File: src/rtl/stage_pkg.sv
// Shared types and constants for the pipeline stage input handler
package stage_pkg;

   ////////////////////////////////////////////////////////////////////////
   // Widths and FIFO depth
   localparam int DATA_W   = 32;
   localparam int KIND_W   = 3;
   localparam int WORD_W   = KIND_W + DATA_W;
   localparam int HANDLE_W = 6;
   localparam int PTR_W    = 27;
   localparam int STATE_W  = 28;
   localparam int CODE_W   = 4;
   localparam int INDEX_W  = 24;
   localparam int COUNT_W  = 8;
   localparam int FIFO_DEPTH = 16;

   ////////////////////////////////////////////////////////////////////////
   // Field positions inside a packet's data word
   localparam int PTR_LSB    = 5;
   localparam int PTR_MSB    = 31;
   localparam int ENABLE_BIT = 0;
   localparam int SEL_LSB    = 28;
   localparam int SEL_MSB    = 31;
   localparam int STATE_MSB  = 27;
   localparam int CODE_MSB   = 3;
   localparam int COUNT_MSB  = 7;
   localparam int START_LSB  = 8;
   localparam int START_MSB  = 31;

   ////////////////////////////////////////////////////////////////////////
   // Reset values and fixed constants
   localparam logic [PTR_W-1:0]    RST_PTR     = 27'h0000000;
   localparam logic [STATE_W-1:0]  RST_STATE   = 28'h0000000;
   localparam logic                RST_ENABLE  = 1'h0;
   localparam logic [HANDLE_W-1:0] ONE_HANDLE  = 6'h01;
   localparam logic [COUNT_W-1:0]  ONE_COUNT   = 8'h01;
   localparam logic [7:0]          VTX_LOW     = 8'h00;
   localparam logic [DATA_W-1:0]   ZERO_DATA   = 32'h00000000;

   ////////////////////////////////////////////////////////////////////////
   // Packet kinds travelling between stages
   typedef enum logic [KIND_W-1:0] {
      PK_STATE        = 3'b000,  // Pipelined state command
      PK_CONTROL      = 3'b001,  // Control operation
      PK_VERTEX       = 3'b010,  // Vertex information packet
      PK_DRAW         = 3'b011,  // draw_cmd at the command input
      PK_DRAW_PARAMS  = 3'b100,  // Draw parameters, front to fetch
      PK_PARTITION    = 3'b101,  // buffer_partition_cmd with values
      PK_PART_CHANGED = 3'b110,  // Partition-changed indication only
      PK_STATE_PTR    = 3'b111   // state_pointer_cmd
   } pkt_kind_type;

   // Which stage an instance implements
   typedef enum logic [3:0] {
      SK_FRONT    = 4'b0000,
      SK_FETCH    = 4'b0001,
      SK_SHADER   = 4'b0010,
      SK_GEOMETRY = 4'b0011,
      SK_TRIM     = 4'b0100,
      SK_SETUP    = 4'b0101,
      SK_PIXEL    = 4'b0110
   } stage_kind_type;

   // Stage controller states
   typedef enum logic [1:0] {
      ST_ALLOC = 2'b00,
      ST_IDLE  = 2'b01,
      ST_DRAIN = 2'b10,
      ST_EMIT  = 2'b11
   } fsm_state_type;

endpackage : stage_pkg

File: src/rtl/ff_stage_command_forwarding.sv
// Input handling and in-order forwarding for one fixed-function stage
//
// Notes on behaviour
// - State commands captured if addressed, then forwarded.
// - Control operations acted on, then forwarded.
// - Front stage turns draw_cmd into fetch parameters.
// - Fetch executes draws, writes entries, emits vertices.
// - Later stages take topologies as vertex packet sequences.
// - Front sends partition values to manager, forwards indication.
// - Fetch stage ignores partition changes for itself.
// - On partition change, drain current tasks first.
// - Then request new handles, use only those.
// - Handles not in flight released immediately.
// - In-flight handles released after downstream consumes them.
// - Front and fetch only forward state_pointer_cmd.
// - Pointer stages capture own pointer for later work.
// - State pointers stay in order with all traffic.
// - Geometry and trim take enable bit, gate pointer.
`timescale 1ns/10ps
`default_nettype none
module ff_stage_command_forwarding
   import stage_pkg::*;
#(
   parameter stage_kind_type STAGE = SK_SHADER
) (
   // Clock and reset
   input  wire logic                 clk,
   input  wire logic                 reset_n,
   // Upstream link (command input for the front stage)
   input  wire logic                 inValid,
   output logic                      inReady,
   input  wire pkt_kind_type         inKind,
   input  wire logic [DATA_W-1:0]    inData,
   // Downstream link
   output logic                      outValid,
   input  wire logic                 outReady,
   output pkt_kind_type              outKind,
   output logic      [DATA_W-1:0]    outData,
   // Own work status
   input  wire logic                 tasksIdle,
   // Handle consumption reported by downstream
   input  wire logic                 consumedValid,
   input  wire logic                 consumedGen,
   // Handle release and allocation towards the buffer manager
   output logic                      relValid,
   output logic      [HANDLE_W-1:0]  relCount,
   output logic                      allocReq,
   input  wire logic                 allocGrant,
   input  wire logic [HANDLE_W-1:0]  allocCount,
   output logic                      handleGen,
   // Partition values to the global buffer manager
   output logic                      mgrValid,
   output logic      [DATA_W-1:0]    mgrData,
   // Entry buffer writes by the fetch stage
   output logic                      entryWrValid,
   output logic      [INDEX_W-1:0]   entryWrIndex,
   // Captured state and control actions
   output logic      [PTR_W-1:0]     statePtr,
   output logic                      stageEnabled,
   output logic      [STATE_W-1:0]   stageState,
   output logic                      ctrlValid,
   output logic      [CODE_W-1:0]    ctrlCode
);

   ////////////////////////////////////////////////////////////////////////
   // Stage capability decoding

   // Stages that own buffer entries and track handles
   function automatic logic ownsEntries(stage_kind_type k);
      return (k != SK_FRONT) && (k != SK_FETCH);
   endfunction : ownsEntries

   // Stages that keep a state-block pointer
   function automatic logic takesPointer(stage_kind_type k);
      return (k != SK_FRONT) && (k != SK_FETCH);
   endfunction : takesPointer

   // Stages whose pointer is gated by an enable bit
   function automatic logic hasEnable(stage_kind_type k);
      return (k == SK_GEOMETRY) || (k == SK_TRIM);
   endfunction : hasEnable

   localparam logic OWNER = ownsEntries(STAGE);
   localparam logic PTRST = takesPointer(STAGE);
   localparam logic GATED = hasEnable(STAGE);
   localparam logic FRONT = (STAGE == SK_FRONT);
   localparam logic FETCH = (STAGE == SK_FETCH);

   typedef struct packed {
      fsm_state_type        st;
      logic [HANDLE_W-1:0]  owned;
      logic [HANDLE_W-1:0]  inFlight;
      logic [HANDLE_W-1:0]  oldInFlight;
      logic                 gen;
      logic                 allocReq;
      logic                 relValid;
      logic [HANDLE_W-1:0]  relCount;
      logic                 mgrValid;
      logic [DATA_W-1:0]    mgrData;
      logic                 wrValid;
      logic [INDEX_W-1:0]   wrIndex;
      logic [COUNT_W-1:0]   emitCnt;
      logic [INDEX_W-1:0]   emitIdx;
      logic [PTR_W-1:0]     ptr;
      logic                 enabled;
      logic [STATE_W-1:0]   state;
      logic                 ctrlValid;
      logic [CODE_W-1:0]    ctrlCode;
   } stage_state_type;

   stage_state_type r;
   stage_state_type nxt;
   logic            accept;
   logic            pushValid;
   logic            pushReady;
   logic [WORD_W-1:0] pushWord;
   logic [WORD_W-1:0] popWord;
   logic            curHit;
   logic            oldHit;
   logic            noHandle;
   logic [HANDLE_W-1:0] drainFree;

   ////////////////////////////////////////////////////////////////////////
   // Consumption reports, split by handle generation
   assign curHit = consumedValid && (consumedGen == r.gen) &&
                   (r.inFlight != '0);
   assign oldHit = consumedValid && (consumedGen != r.gen) &&
                   (r.oldInFlight != '0);
   // Handles free at the moment of draining
   assign drainFree = HANDLE_W'(r.owned - r.inFlight + {5'h00, curHit});
   // A vertex packet at an owning stage needs a spare handle
   assign noHandle = OWNER && (inKind == PK_VERTEX) &&
                     (r.owned <= r.inFlight);

   // Input handshake only in the idle state with room downstream
   assign inReady = (r.st == ST_IDLE) && pushReady && !noHandle;
   assign accept  = inValid && inReady;

   ////////////////////////////////////////////////////////////////////////
   // Next-state logic of the stage controller
   always_comb begin
      nxt           = r;
      nxt.relValid  = 1'b0;
      nxt.mgrValid  = 1'b0;
      nxt.wrValid   = 1'b0;
      nxt.ctrlValid = 1'b0;
      pushValid     = 1'b0;
      pushWord      = {inKind, inData};
      // Downstream consumption frees current or old handles
      if (curHit) begin
         nxt.inFlight = HANDLE_W'(r.inFlight - ONE_HANDLE);
      end
      if (oldHit) begin
         nxt.oldInFlight = HANDLE_W'(r.oldInFlight - ONE_HANDLE);
         nxt.relValid    = 1'b1;
         nxt.relCount    = ONE_HANDLE;
      end
      case (r.st)
         ST_ALLOC: begin
            // Wait for the newly allocated handles
            if (allocGrant) begin
               nxt.owned    = allocCount;
               nxt.allocReq = 1'b0;
               nxt.st       = ST_IDLE;
            end
         end
         ST_IDLE: begin
            if (accept) begin
               pushValid = 1'b1;
               case (inKind)
                  PK_STATE: begin
                     if (inData[SEL_MSB:SEL_LSB] == STAGE) begin
                        nxt.state = inData[STATE_MSB:0];
                     end
                  end
                  PK_CONTROL: begin
                     nxt.ctrlValid = 1'b1;
                     nxt.ctrlCode  = inData[CODE_MSB:0];
                  end
                  PK_VERTEX: begin
                     if (OWNER) begin
                        nxt.inFlight = HANDLE_W'(nxt.inFlight + ONE_HANDLE);
                     end
                  end
                  PK_DRAW: begin
                     if (FRONT) begin
                        pushWord = {PK_DRAW_PARAMS, inData};
                     end
                  end
                  PK_DRAW_PARAMS: begin
                     if (FETCH) begin
                        pushValid = 1'b0;
                        if (inData[COUNT_MSB:0] != '0) begin
                           nxt.st      = ST_EMIT;
                           nxt.emitCnt = inData[COUNT_MSB:0];
                           nxt.emitIdx = inData[START_MSB:START_LSB];
                        end
                     end
                  end
                  PK_PARTITION: begin
                     if (FRONT) begin
                        nxt.mgrValid = 1'b1;
                        nxt.mgrData  = inData;
                        pushWord     = {PK_PART_CHANGED, ZERO_DATA};
                     end
                  end
                  PK_PART_CHANGED: begin
                     if (!FETCH) begin
                        nxt.st = ST_DRAIN;
                     end
                  end
                  PK_STATE_PTR: begin
                     if (PTRSTAGE_OK()) begin
                        nxt.ptr = inData[PTR_MSB:PTR_LSB];
                     end
                     if (GATED) begin
                        nxt.enabled = inData[ENABLE_BIT];
                     end
                  end
                  default: begin
                  end
               endcase
            end
         end
         ST_DRAIN: begin
            // Release idle handles once own work and old handles are done
            if (tasksIdle && (r.oldInFlight == '0)) begin
               nxt.relValid    = 1'b1;
               nxt.relCount    = drainFree;
               nxt.oldInFlight = nxt.inFlight;
               nxt.inFlight    = '0;
               nxt.owned       = '0;
               nxt.gen         = !r.gen;
               nxt.allocReq    = 1'b1;
               nxt.st          = ST_ALLOC;
            end
         end
         ST_EMIT: begin
            // One vertex packet per entry written
            pushValid = 1'b1;
            pushWord  = {PK_VERTEX, r.emitIdx, VTX_LOW};
            if (pushReady) begin
               nxt.wrValid = 1'b1;
               nxt.wrIndex = r.emitIdx;
               nxt.emitIdx = INDEX_W'(r.emitIdx + 1'b1);
               nxt.emitCnt = COUNT_W'(r.emitCnt - ONE_COUNT);
               if (r.emitCnt == ONE_COUNT) begin
                  nxt.st = ST_IDLE;
               end
            end
         end
         default: begin
            nxt.st = ST_IDLE;
         end
      endcase
   end

   // Pointer stages take the pointer unless a gated stage is being disabled
   function automatic logic PTRSTAGE_OK();
      return PTRST && (!GATED || inData[ENABLE_BIT]);
   endfunction : PTRSTAGE_OK

   // State register; owning stages start by requesting handles
   always_ff @(posedge clk) begin
      if (!reset_n) begin
         r          <= '0;
         r.st       <= OWNER ? ST_ALLOC : ST_IDLE;
         r.allocReq <= OWNER;
         r.ptr      <= RST_PTR;
         r.enabled  <= GATED ? RST_ENABLE : 1'b1;
         r.state    <= RST_STATE;
      end else begin
         r <= nxt;
      end
   end

   ////////////////////////////////////////////////////////////////////////
   // Ordered output queue towards the downstream stage
   fifo_buffer #(
      .WIDTH (WORD_W),
      .DEPTH (FIFO_DEPTH)
   ) outQueue (
      .clk      (clk),
      .reset_n  (reset_n),
      .inValid  (pushValid),
      .inReady  (pushReady),
      .inWord   (pushWord),
      .outValid (outValid),
      .outReady (outReady),
      .outWord  (popWord)
   );

   // Output drive
   assign outKind      = pkt_kind_type'(popWord[WORD_W-1:DATA_W]);
   assign outData      = popWord[DATA_W-1:0];
   assign relValid     = r.relValid;
   assign relCount     = r.relCount;
   assign allocReq     = r.allocReq;
   assign handleGen    = r.gen;
   assign mgrValid     = r.mgrValid;
   assign mgrData      = r.mgrData;
   assign entryWrValid = r.wrValid;
   assign entryWrIndex = r.wrIndex;
   assign statePtr     = r.ptr;
   assign stageEnabled = r.enabled;
   assign stageState   = r.state;
   assign ctrlValid    = r.ctrlValid;
   assign ctrlCode     = r.ctrlCode;
endmodule : ff_stage_command_forwarding
`default_nettype wire

File: src/rtl/fifo_buffer.sv
// Synchronous valid/ready FIFO between a stage and its downstream link
`timescale 1ns/10ps
`default_nettype none
module fifo_buffer #(
   parameter int WIDTH = 35,
   parameter int DEPTH = 16   // Power of two
) (
   // Clock and reset
   input  wire logic             clk,
   input  wire logic             reset_n,
   // Filling side
   input  wire logic             inValid,
   output logic                  inReady,
   input  wire logic [WIDTH-1:0] inWord,
   // Draining side
   output logic                  outValid,
   input  wire logic             outReady,
   output logic      [WIDTH-1:0] outWord
);

   localparam int AW = $clog2(DEPTH);

   typedef struct packed {
      logic [DEPTH-1:0][WIDTH-1:0] mem;
      logic [AW:0]                 wp;
      logic [AW:0]                 rp;
   } fifo_state_type;

   fifo_state_type r;
   fifo_state_type nxt;
   logic           full;
   logic           empty;

   ////////////////////////////////////////////////////////////////////////
   // Status from the pointers, extra bit tells full from empty
   assign empty    = (r.wp == r.rp);
   assign full     = (r.wp[AW] != r.rp[AW]) &&
                     (r.wp[AW-1:0] == r.rp[AW-1:0]);
   assign inReady  = !full;
   assign outValid = !empty;
   assign outWord  = r.mem[r.rp[AW-1:0]];

   // Next state of storage and pointers
   always_comb begin
      nxt = r;
      if (inValid && !full) begin
         nxt.mem[r.wp[AW-1:0]] = inWord;
         nxt.wp = (AW+1)'(r.wp + 1'b1);
      end
      if (outReady && !empty) begin
         nxt.rp = (AW+1)'(r.rp + 1'b1);
      end
   end

   // State register
   always_ff @(posedge clk) begin
      if (!reset_n) begin
         r <= '0;
      end else begin
         r <= nxt;
      end
   end

endmodule : fifo_buffer
`default_nettype wire

File: config.mk
export PLATFORM = sky130hd
export DESIGN_NAME = ff_stage_command_forwarding
export DESIGN_NICKNAME = d
export VERILOG_FILES = /design/src/rtl/stage_pkg.sv /design/src/rtl/ff_stage_command_forwarding.sv /design/src/rtl/fifo_buffer.sv
export SDC_FILE = /design/constraint.sdc
export NUM_CORES = 2
export LEC_CHECK = 0
export BUFFER_PORTS_ARGS = -buffer_cell sky130_fd_sc_hd__buf_2
export CORE_ASPECT_RATIO = 1.5
export CORE_MARGIN = 2
export CORE_UTILIZATION = 45
export CTS_CLUSTER_SIZE = 30
export DETAILED_ROUTE_END_ITERATION = 16
export SLEW_MARGIN = 20
export SYNTH_ARGS = -nofsm -noshare
export SYNTH_HDL_FRONTEND = slang
export SYNTH_SLANG_ARGS = --single-unit
File: constraint.sdc
create_clock -name clk -period 3.2 [get_ports clk]
set_input_delay 0.16 -clock clk [delete_from_list [all_inputs] [get_ports clk]]
set_output_delay 0.16 -clock clk [all_outputs]
set_load 0.05 [all_outputs]
* Word-level counts from Yosys, hierarchy flattened *
Index checks and enable logic that the tools add are counted.

storage, ports and cells
  flip-flop bits (word level) = 717
  input port bits = 49
  logic and storage cells = 129
  output and inout bits = 165

cells by class
  reductions and logical operators = 32
  equal/unequal tests = 20
  multiplexer cells = 28
  $lt $le $gt $ge = 4
  bitwise logic cells = 1
  $add $sub $neg = 9

operator list
  operator                 number
  $bwmux W560              1
  $bmux W35 S4             1
  $demux W35 S4            1
  $mux W35                 3
  $mux W57                 1
  $mux W29                 1
  $add A24 B1 Y24 const B  1
  $mux W6                  4
  $pmux W6 S2              2
  $mux W7                  3
  $logic_and A1 B1 Y1      13
  $reduce_and A3 Y1        4
  $reduce_bool A6 Y1       2
  $sub A6 B1 Y6 const B    2
  $add A5 B1 Y5 const B    2
  $lt A4 B5 Y1 const B     2
  $ne A2 B2 Y1 const B     5
  $eq A8 B1 Y1 const B     1
  $mux W2                  4
  $mux W8                  1
  $pmux W2 S4              1
  $sub A8 B1 Y8 const B    1
  $add A6 B1 Y6            1
  $add A6 B1 Y6 const B    1
  26 further kinds         36

* Longest topological paths before layout *
  word-level depth = 9
  gate-level depth with buffers = 15
  mapped depth without buffers = 15

* By module *
From an unflattened synthesis, not the netlist that was laid out.

second synthesis, totals
  cells, all modules = 3,235
  area total of the unflattened synthesis = 32,641.3 um^2

modules (own cells, without submodules)
  module                       area an instance (um^2)  cells an instance  sequential area each (um^2)  times used
  fifo_buffer                  24,986.5                 2,324              11,410.9                     1
  ff_stage_command_forwarding  7,654.8                  911                2,922.8                      1

* Worst setup path before layout *
Ideal clock, no wire load.

  kind = reg-to-reg
  from = reg r, in the netlist handleGen
  to = reg r, in the netlist relCount[4]
  stages on the path, launching flop included = 14
  clock period less this slack = 2.936 ns
  buffers on the path = 0
  setup slack = 0.264 ns
  setup time = 0.115 ns
  data required time = 3.085 ns
  arrival = 2.821 ns
  path through = dfxtp_1 -> xor2_1 -> a211o_1 -> ha_1 -> inv_1 -> ha_1 -> inv_1 -> fa_1 -> inv_1 -> a21oi_1 -> o21bai_1 -> xnor2_1 -> o21ai_0 -> and2_1

on the way
  cells in the longest elaborated chain, start to end = 6
  elaborated cells on any way between the ends = 10
  classes of those cells = add/sub: 1; eq/ne: 2; mux: 3; reduce/logical: 4

ends and longest elaborated chain
  item                                                 line                                                                    RTL
  from (decl)                                          ff_stage_command_forwarding.sv:111                                      stage_state_type r;
  from (signal assigned)                               ff_stage_command_forwarding.sv:273                                      r <= nxt;
  $eq A1 B1 Y1 or $ne A1 B1 Y1 (tied branches)         ff_stage_command_forwarding.sv:125, ff_stage_command_forwarding.sv:127
  $logic_and A1 B1 Y1 (on tied branches) (2 in a row)  ff_stage_command_forwarding.sv:125, ff_stage_command_forwarding.sv:127
  $add A6 B1 Y6 or $mux W7 (tied branches)             ff_stage_command_forwarding.sv:130, ff_stage_command_forwarding.sv:153
  $mux W29                                             ff_stage_command_forwarding.sv:227                                      if (tasksIdle && (r.oldInFlight == '0)) begin
  $mux W7 *                                            ff_stage_command_forwarding.sv:158                                      case (r.st)

Every way passes the cells marked *; elsewhere a longest branch is shown, timed or not. The select of a mux whose other input is x is not followed.
A chain may end at the register's enable or synchronous reset.

* Final worst setup path *
  from = reg outQueue.r[1] (netlist bit)
  to = out outData[30]

on the way
  cells in the longest elaborated chain, start to end = 2

ends and longest elaborated chain
  item                            line                               RTL
  from (decl)                     fifo_buffer.sv:29                  fifo_state_type r;
  from (signal assigned)          fifo_buffer.sv:60                  r <= nxt;
  $bmux W35 S4                    fifo_buffer.sv:41                  assign outWord = r.mem[r.rp[AW-1:0]];
  $mux W35 (implied by the code)  fifo_buffer.sv:41
  to (decl)                       ff_stage_command_forwarding.sv:38  output logic [DATA_W-1:0] outData,

Every way passes these cells. The select of a mux whose other input is x is not followed.

==> summary.txt <==
Setup path
  • Critical Path Source: outQueue.r[1]
  • Capturing point of the worst reg2reg path: statePtr[25]
  • R2R Setup Slk: 0.11 ns
  • Setup crit end kind: output pin
  • Worst EP required: approximately 3 ns
  • Setup crit start kind: flop
  • Crit Path Category: reg -> out
  • RR Startpoint: r[171]
  • R2R depth: 10
  • Arrival @ worst endpoint: a little under 3 ns
  • Largest fanout on the critical path: 33

Floorplan
  • Die Wd: around 220 um
  • Die Span Y: around 340 um
  • Die Area: roughly 75000 um2
  • Area of the core: a little over 70000 um2
  • Row count: about 120
  • Initial core utilization: 0.454
  • IO Pins: between 200 and 250

Yosys
  • Synth Register Bits: between 700 and 800
  • Post-synthesis adder-cell area fraction: 0.0125
  • Async S/R FF share, synth: 0
  • Synth Flop Type: dfxtp_1
  • Mux share of post-synthesis cell area: 0.307
  • Average cell area after synthesis: 10.8 um2
  • Unique masters post-synth: between 60 and 70
  • EDFF count, synth: 0
  • XOR/XNOR share of the synthesized area: 0.0128
  • Synth Area in Compound Gates: 0.0289
  • Seq/Total Area, Yosys: 0.435
  • Mapped cell area: roughly 33000 um2
  • Post-Synth Simple-Gate Area: 0.122
  • Largest family of logic cells by synthesized area: multiplexers
  • Cell count after synthesis: between 3000 and 4000
  • Ys Warns: 0

Power and ir drop
  • Lkg Pwr: around 14 nW
  • Power per cell area: 581 nW/um2
  • Worst VDD drop: about 0.36 mV

Routing
  • DRC viols: 0
  • 1st-pass router iterations: 7
  • Via/cell ratio: 5.45
  • Number of routed nets with antenna violations: 0
  • Detailed Route Iter0 Violations: 1494
  • Final wirelength: between 80 and 90 mm
  • Wire per inst: 20.8 um
  • Routed vias: between 20000 and 25000

CTS
  • Clk_lat worst skew: slightly above 0.6 ns
  • H-tree levels: 3
  • Reg clk slew, reported paths: 0.06 ns
  • CTS Root Cell: clkbuf_16
  • Total CTS buffers: slightly below 70
  • Clock sink count: a little over 700
  • Clock Path Buffers: 3
  • TritonCTS clock tree: yes

STA
  • Max-slew violation count: 0
  • Final hold vios: 0
  • Fmax: between 300 and 400 MHz
  • RSZ-0062 raised after global routing: yes
  • Worst slew margin: 0.303
  • Setup_tns: 0 ns
  • Clock Skew: 0.0177 ns
  • Tmin final: between 3 and 4 ns
  • Hold slack final: 0.0380 ns
  • Final worst setup slack: 0.111 ns
  • Final setup fails: 0
  • Final Cycle Share: 0.965
  • Slew of the pin with the lowest slew margin: approximately 1.0 ns

Final layout
  • FILL cells: between 6000 and 7000
  • Final #Nets: ~3200
  • Layout Cells excl Fill: 4048
  • Final Cell Area: approximately 36000 um2
  • Area Overhead vs Synth: 10.2%
  • Most frequent cells in the layout: 709 x dfxtp_1, 647 x nand2_1, 591 x mux2i_1, 178 x buf_2, 175 x mux4_2
  • Layout cells sized above 1: 0.189
  • Commonest non-fill, non-tap cell in the layout: dfxtp_1
  • Antenna Cells: 0

Place
  • Placed inst area: approximately 33000 um2
  • Post-DP HPWL: approximately 52 mm
  • Placed cells: 3876
  • Place WS: around 0.065 ns
  • Port Buf Inserts: about 180
  • Final GP Congestion: between 0.8 and 0.9

Global route
  • Initial antenna violation count: 0
  • Vias in the first global route: 22500
  • Largest net degree at the start of global routing: between 150 and 200
  • Grt ovf: 0
  • First-pass GRT wire length: 131 mm
  • Total Routing Usage GR: 0.223

Job
  • Max Cap Violations: 0

Worst hold path
  • Hold Path Sink: allocReq
  • Hold Path Origin: tasksIdle
  • Worst hold stages: 4
  • Worst hold path type: in -> reg

Outcome
  • Status: complete, no violations
==> kinds of logic after synthesis <==
family | Yosys count
AOI/OAI and AO/OA | 141
xor gates and xnor gates | 48
adders and majority gates | 31
buffers and inverters | 413
DFF | 716
muxes | 790
other | 2
and+or+nand+nor | 913
==> per-layer routing <==
metal | track usage | wire length [um] | vias up | share of wire
met3 | 0.0272 | 3440 | 144 | 0.041
met4 | 0.0813 | 2470 | 0 | 0.029
met2 | 0.390 | 42000 | 520 | 0.50
met5 | 0 | 0 | - | 0
met1 | 0.280 | 36400 | 11000 | 0.43
li1 | - | - | 10400 | -
==> Yosys cell counts (3+ instances only) <==
cell	n	area [um2]
nand3_1	58	290
a21oi_1	10	50.1
and2_1	38	238
nor4_1	6	37.5
o2111ai_1	3	26.3
buf_12	9	180
clkbuf_1	155	582
mux2i_1	591	5920
a21boi_0	44	330
nor2b_1	66	413
fa_1	3	60.1
inv_1	36	135
buf_2	7	35.0
nor3_1	10	50.1
o21ai_0	53	265
dfxtp_1	716	14300
xor2_1	9	78.8
nor2_1	14	52.6
nand4_1	22	138
buf_4	125	938
mux2_2	24	270
xnor2_1	39	342
o21bai_1	3	22.5
buf_6	40	450
nand2b_1	4	25.0
mux4_2	175	3940
or3_1	9	56.3
nand2_1	647	2430
or4_1	3	22.5
buf_8	18	270
o211a_1	3	30.0
nand3_2	5	50.1
and3_1	20	125
ha_1	28	350
buf_1	23	86.3
==> worst max path at each step <==
stage / to / slack [ns]
2_1_floorplan: relCount[4] / 0.26
3_3_place_gp: relCount[4] / 0.12
3_5_place_dp: relCount[4] / 0.07
4_1_cts: outData[6] / 0.02
5_1_grt: statePtr[25] / -0.04
6_report: outData[30] / 0.11
==> metrics by stage <==
stage                      util  power, mW
after floorplan               -       11.9
after CTS                 0.500       21.3
after global placement    0.460       12.6
after detailed placement  0.460       12.7
after global routing      0.501       21.9
final                     0.501       21.1
==> layout make-up <==
| cell class | instances | area [um2] | share of cell area |
|---|---|---|---|
| inverters | 36 | 135 | 0.00372 |
| clock inverters | 18 | 246 | 0.00679 |
| well taps | 922 | 1150 | 0.0318 |
| repair buffers | 297 | 2210 | 0.0609 |
| clock buffers | 102 | 2090 | 0.0574 |
| multi-input cells | 1957 | 16100 | 0.444 |
| flip-flops and latches | 716 | 14400 | 0.395 |
==> worst max-delay path, cell delays in order, from the launching register on <==
cell     delay [ns]
dfxtp_4        0.57
buf_4          0.53
mux4_2         0.40
mux4_2         0.55
buf_2          0.24
==> power by group <==
| part | switching, mW | internal, mW |
|---|---|---|
| registers | 0.146 | 9.08 |
| clock network | 3.52 | 4.99 |
| logic | 2.09 | 1.28 |
| total | 5.76 | 15.4 |
==> state kept, by name, indices dropped and copies added, names as in the netlist <==
name / count
entryWrIndex: 24
allocReq: 1
entryWrValid: 1
stageState: 28
outQueue.r: 570
ctrlValid: 1
relCount: 6
statePtr: 27
r: 52
handleGen: 1
ctrlCode: 4
relValid: 1
==> what timing repair did <==
item,4_1_cts,5_1_grt
gates cloned,1,0
buffers inserted,0,1
hold buffers,50,0
gates resized for setup,1,9
pin swaps,0,1
setup endpoints to repair,3,52
endpoints found under the hold margin,76,0
Note: power is estimated with default switching activity, not from simulation.
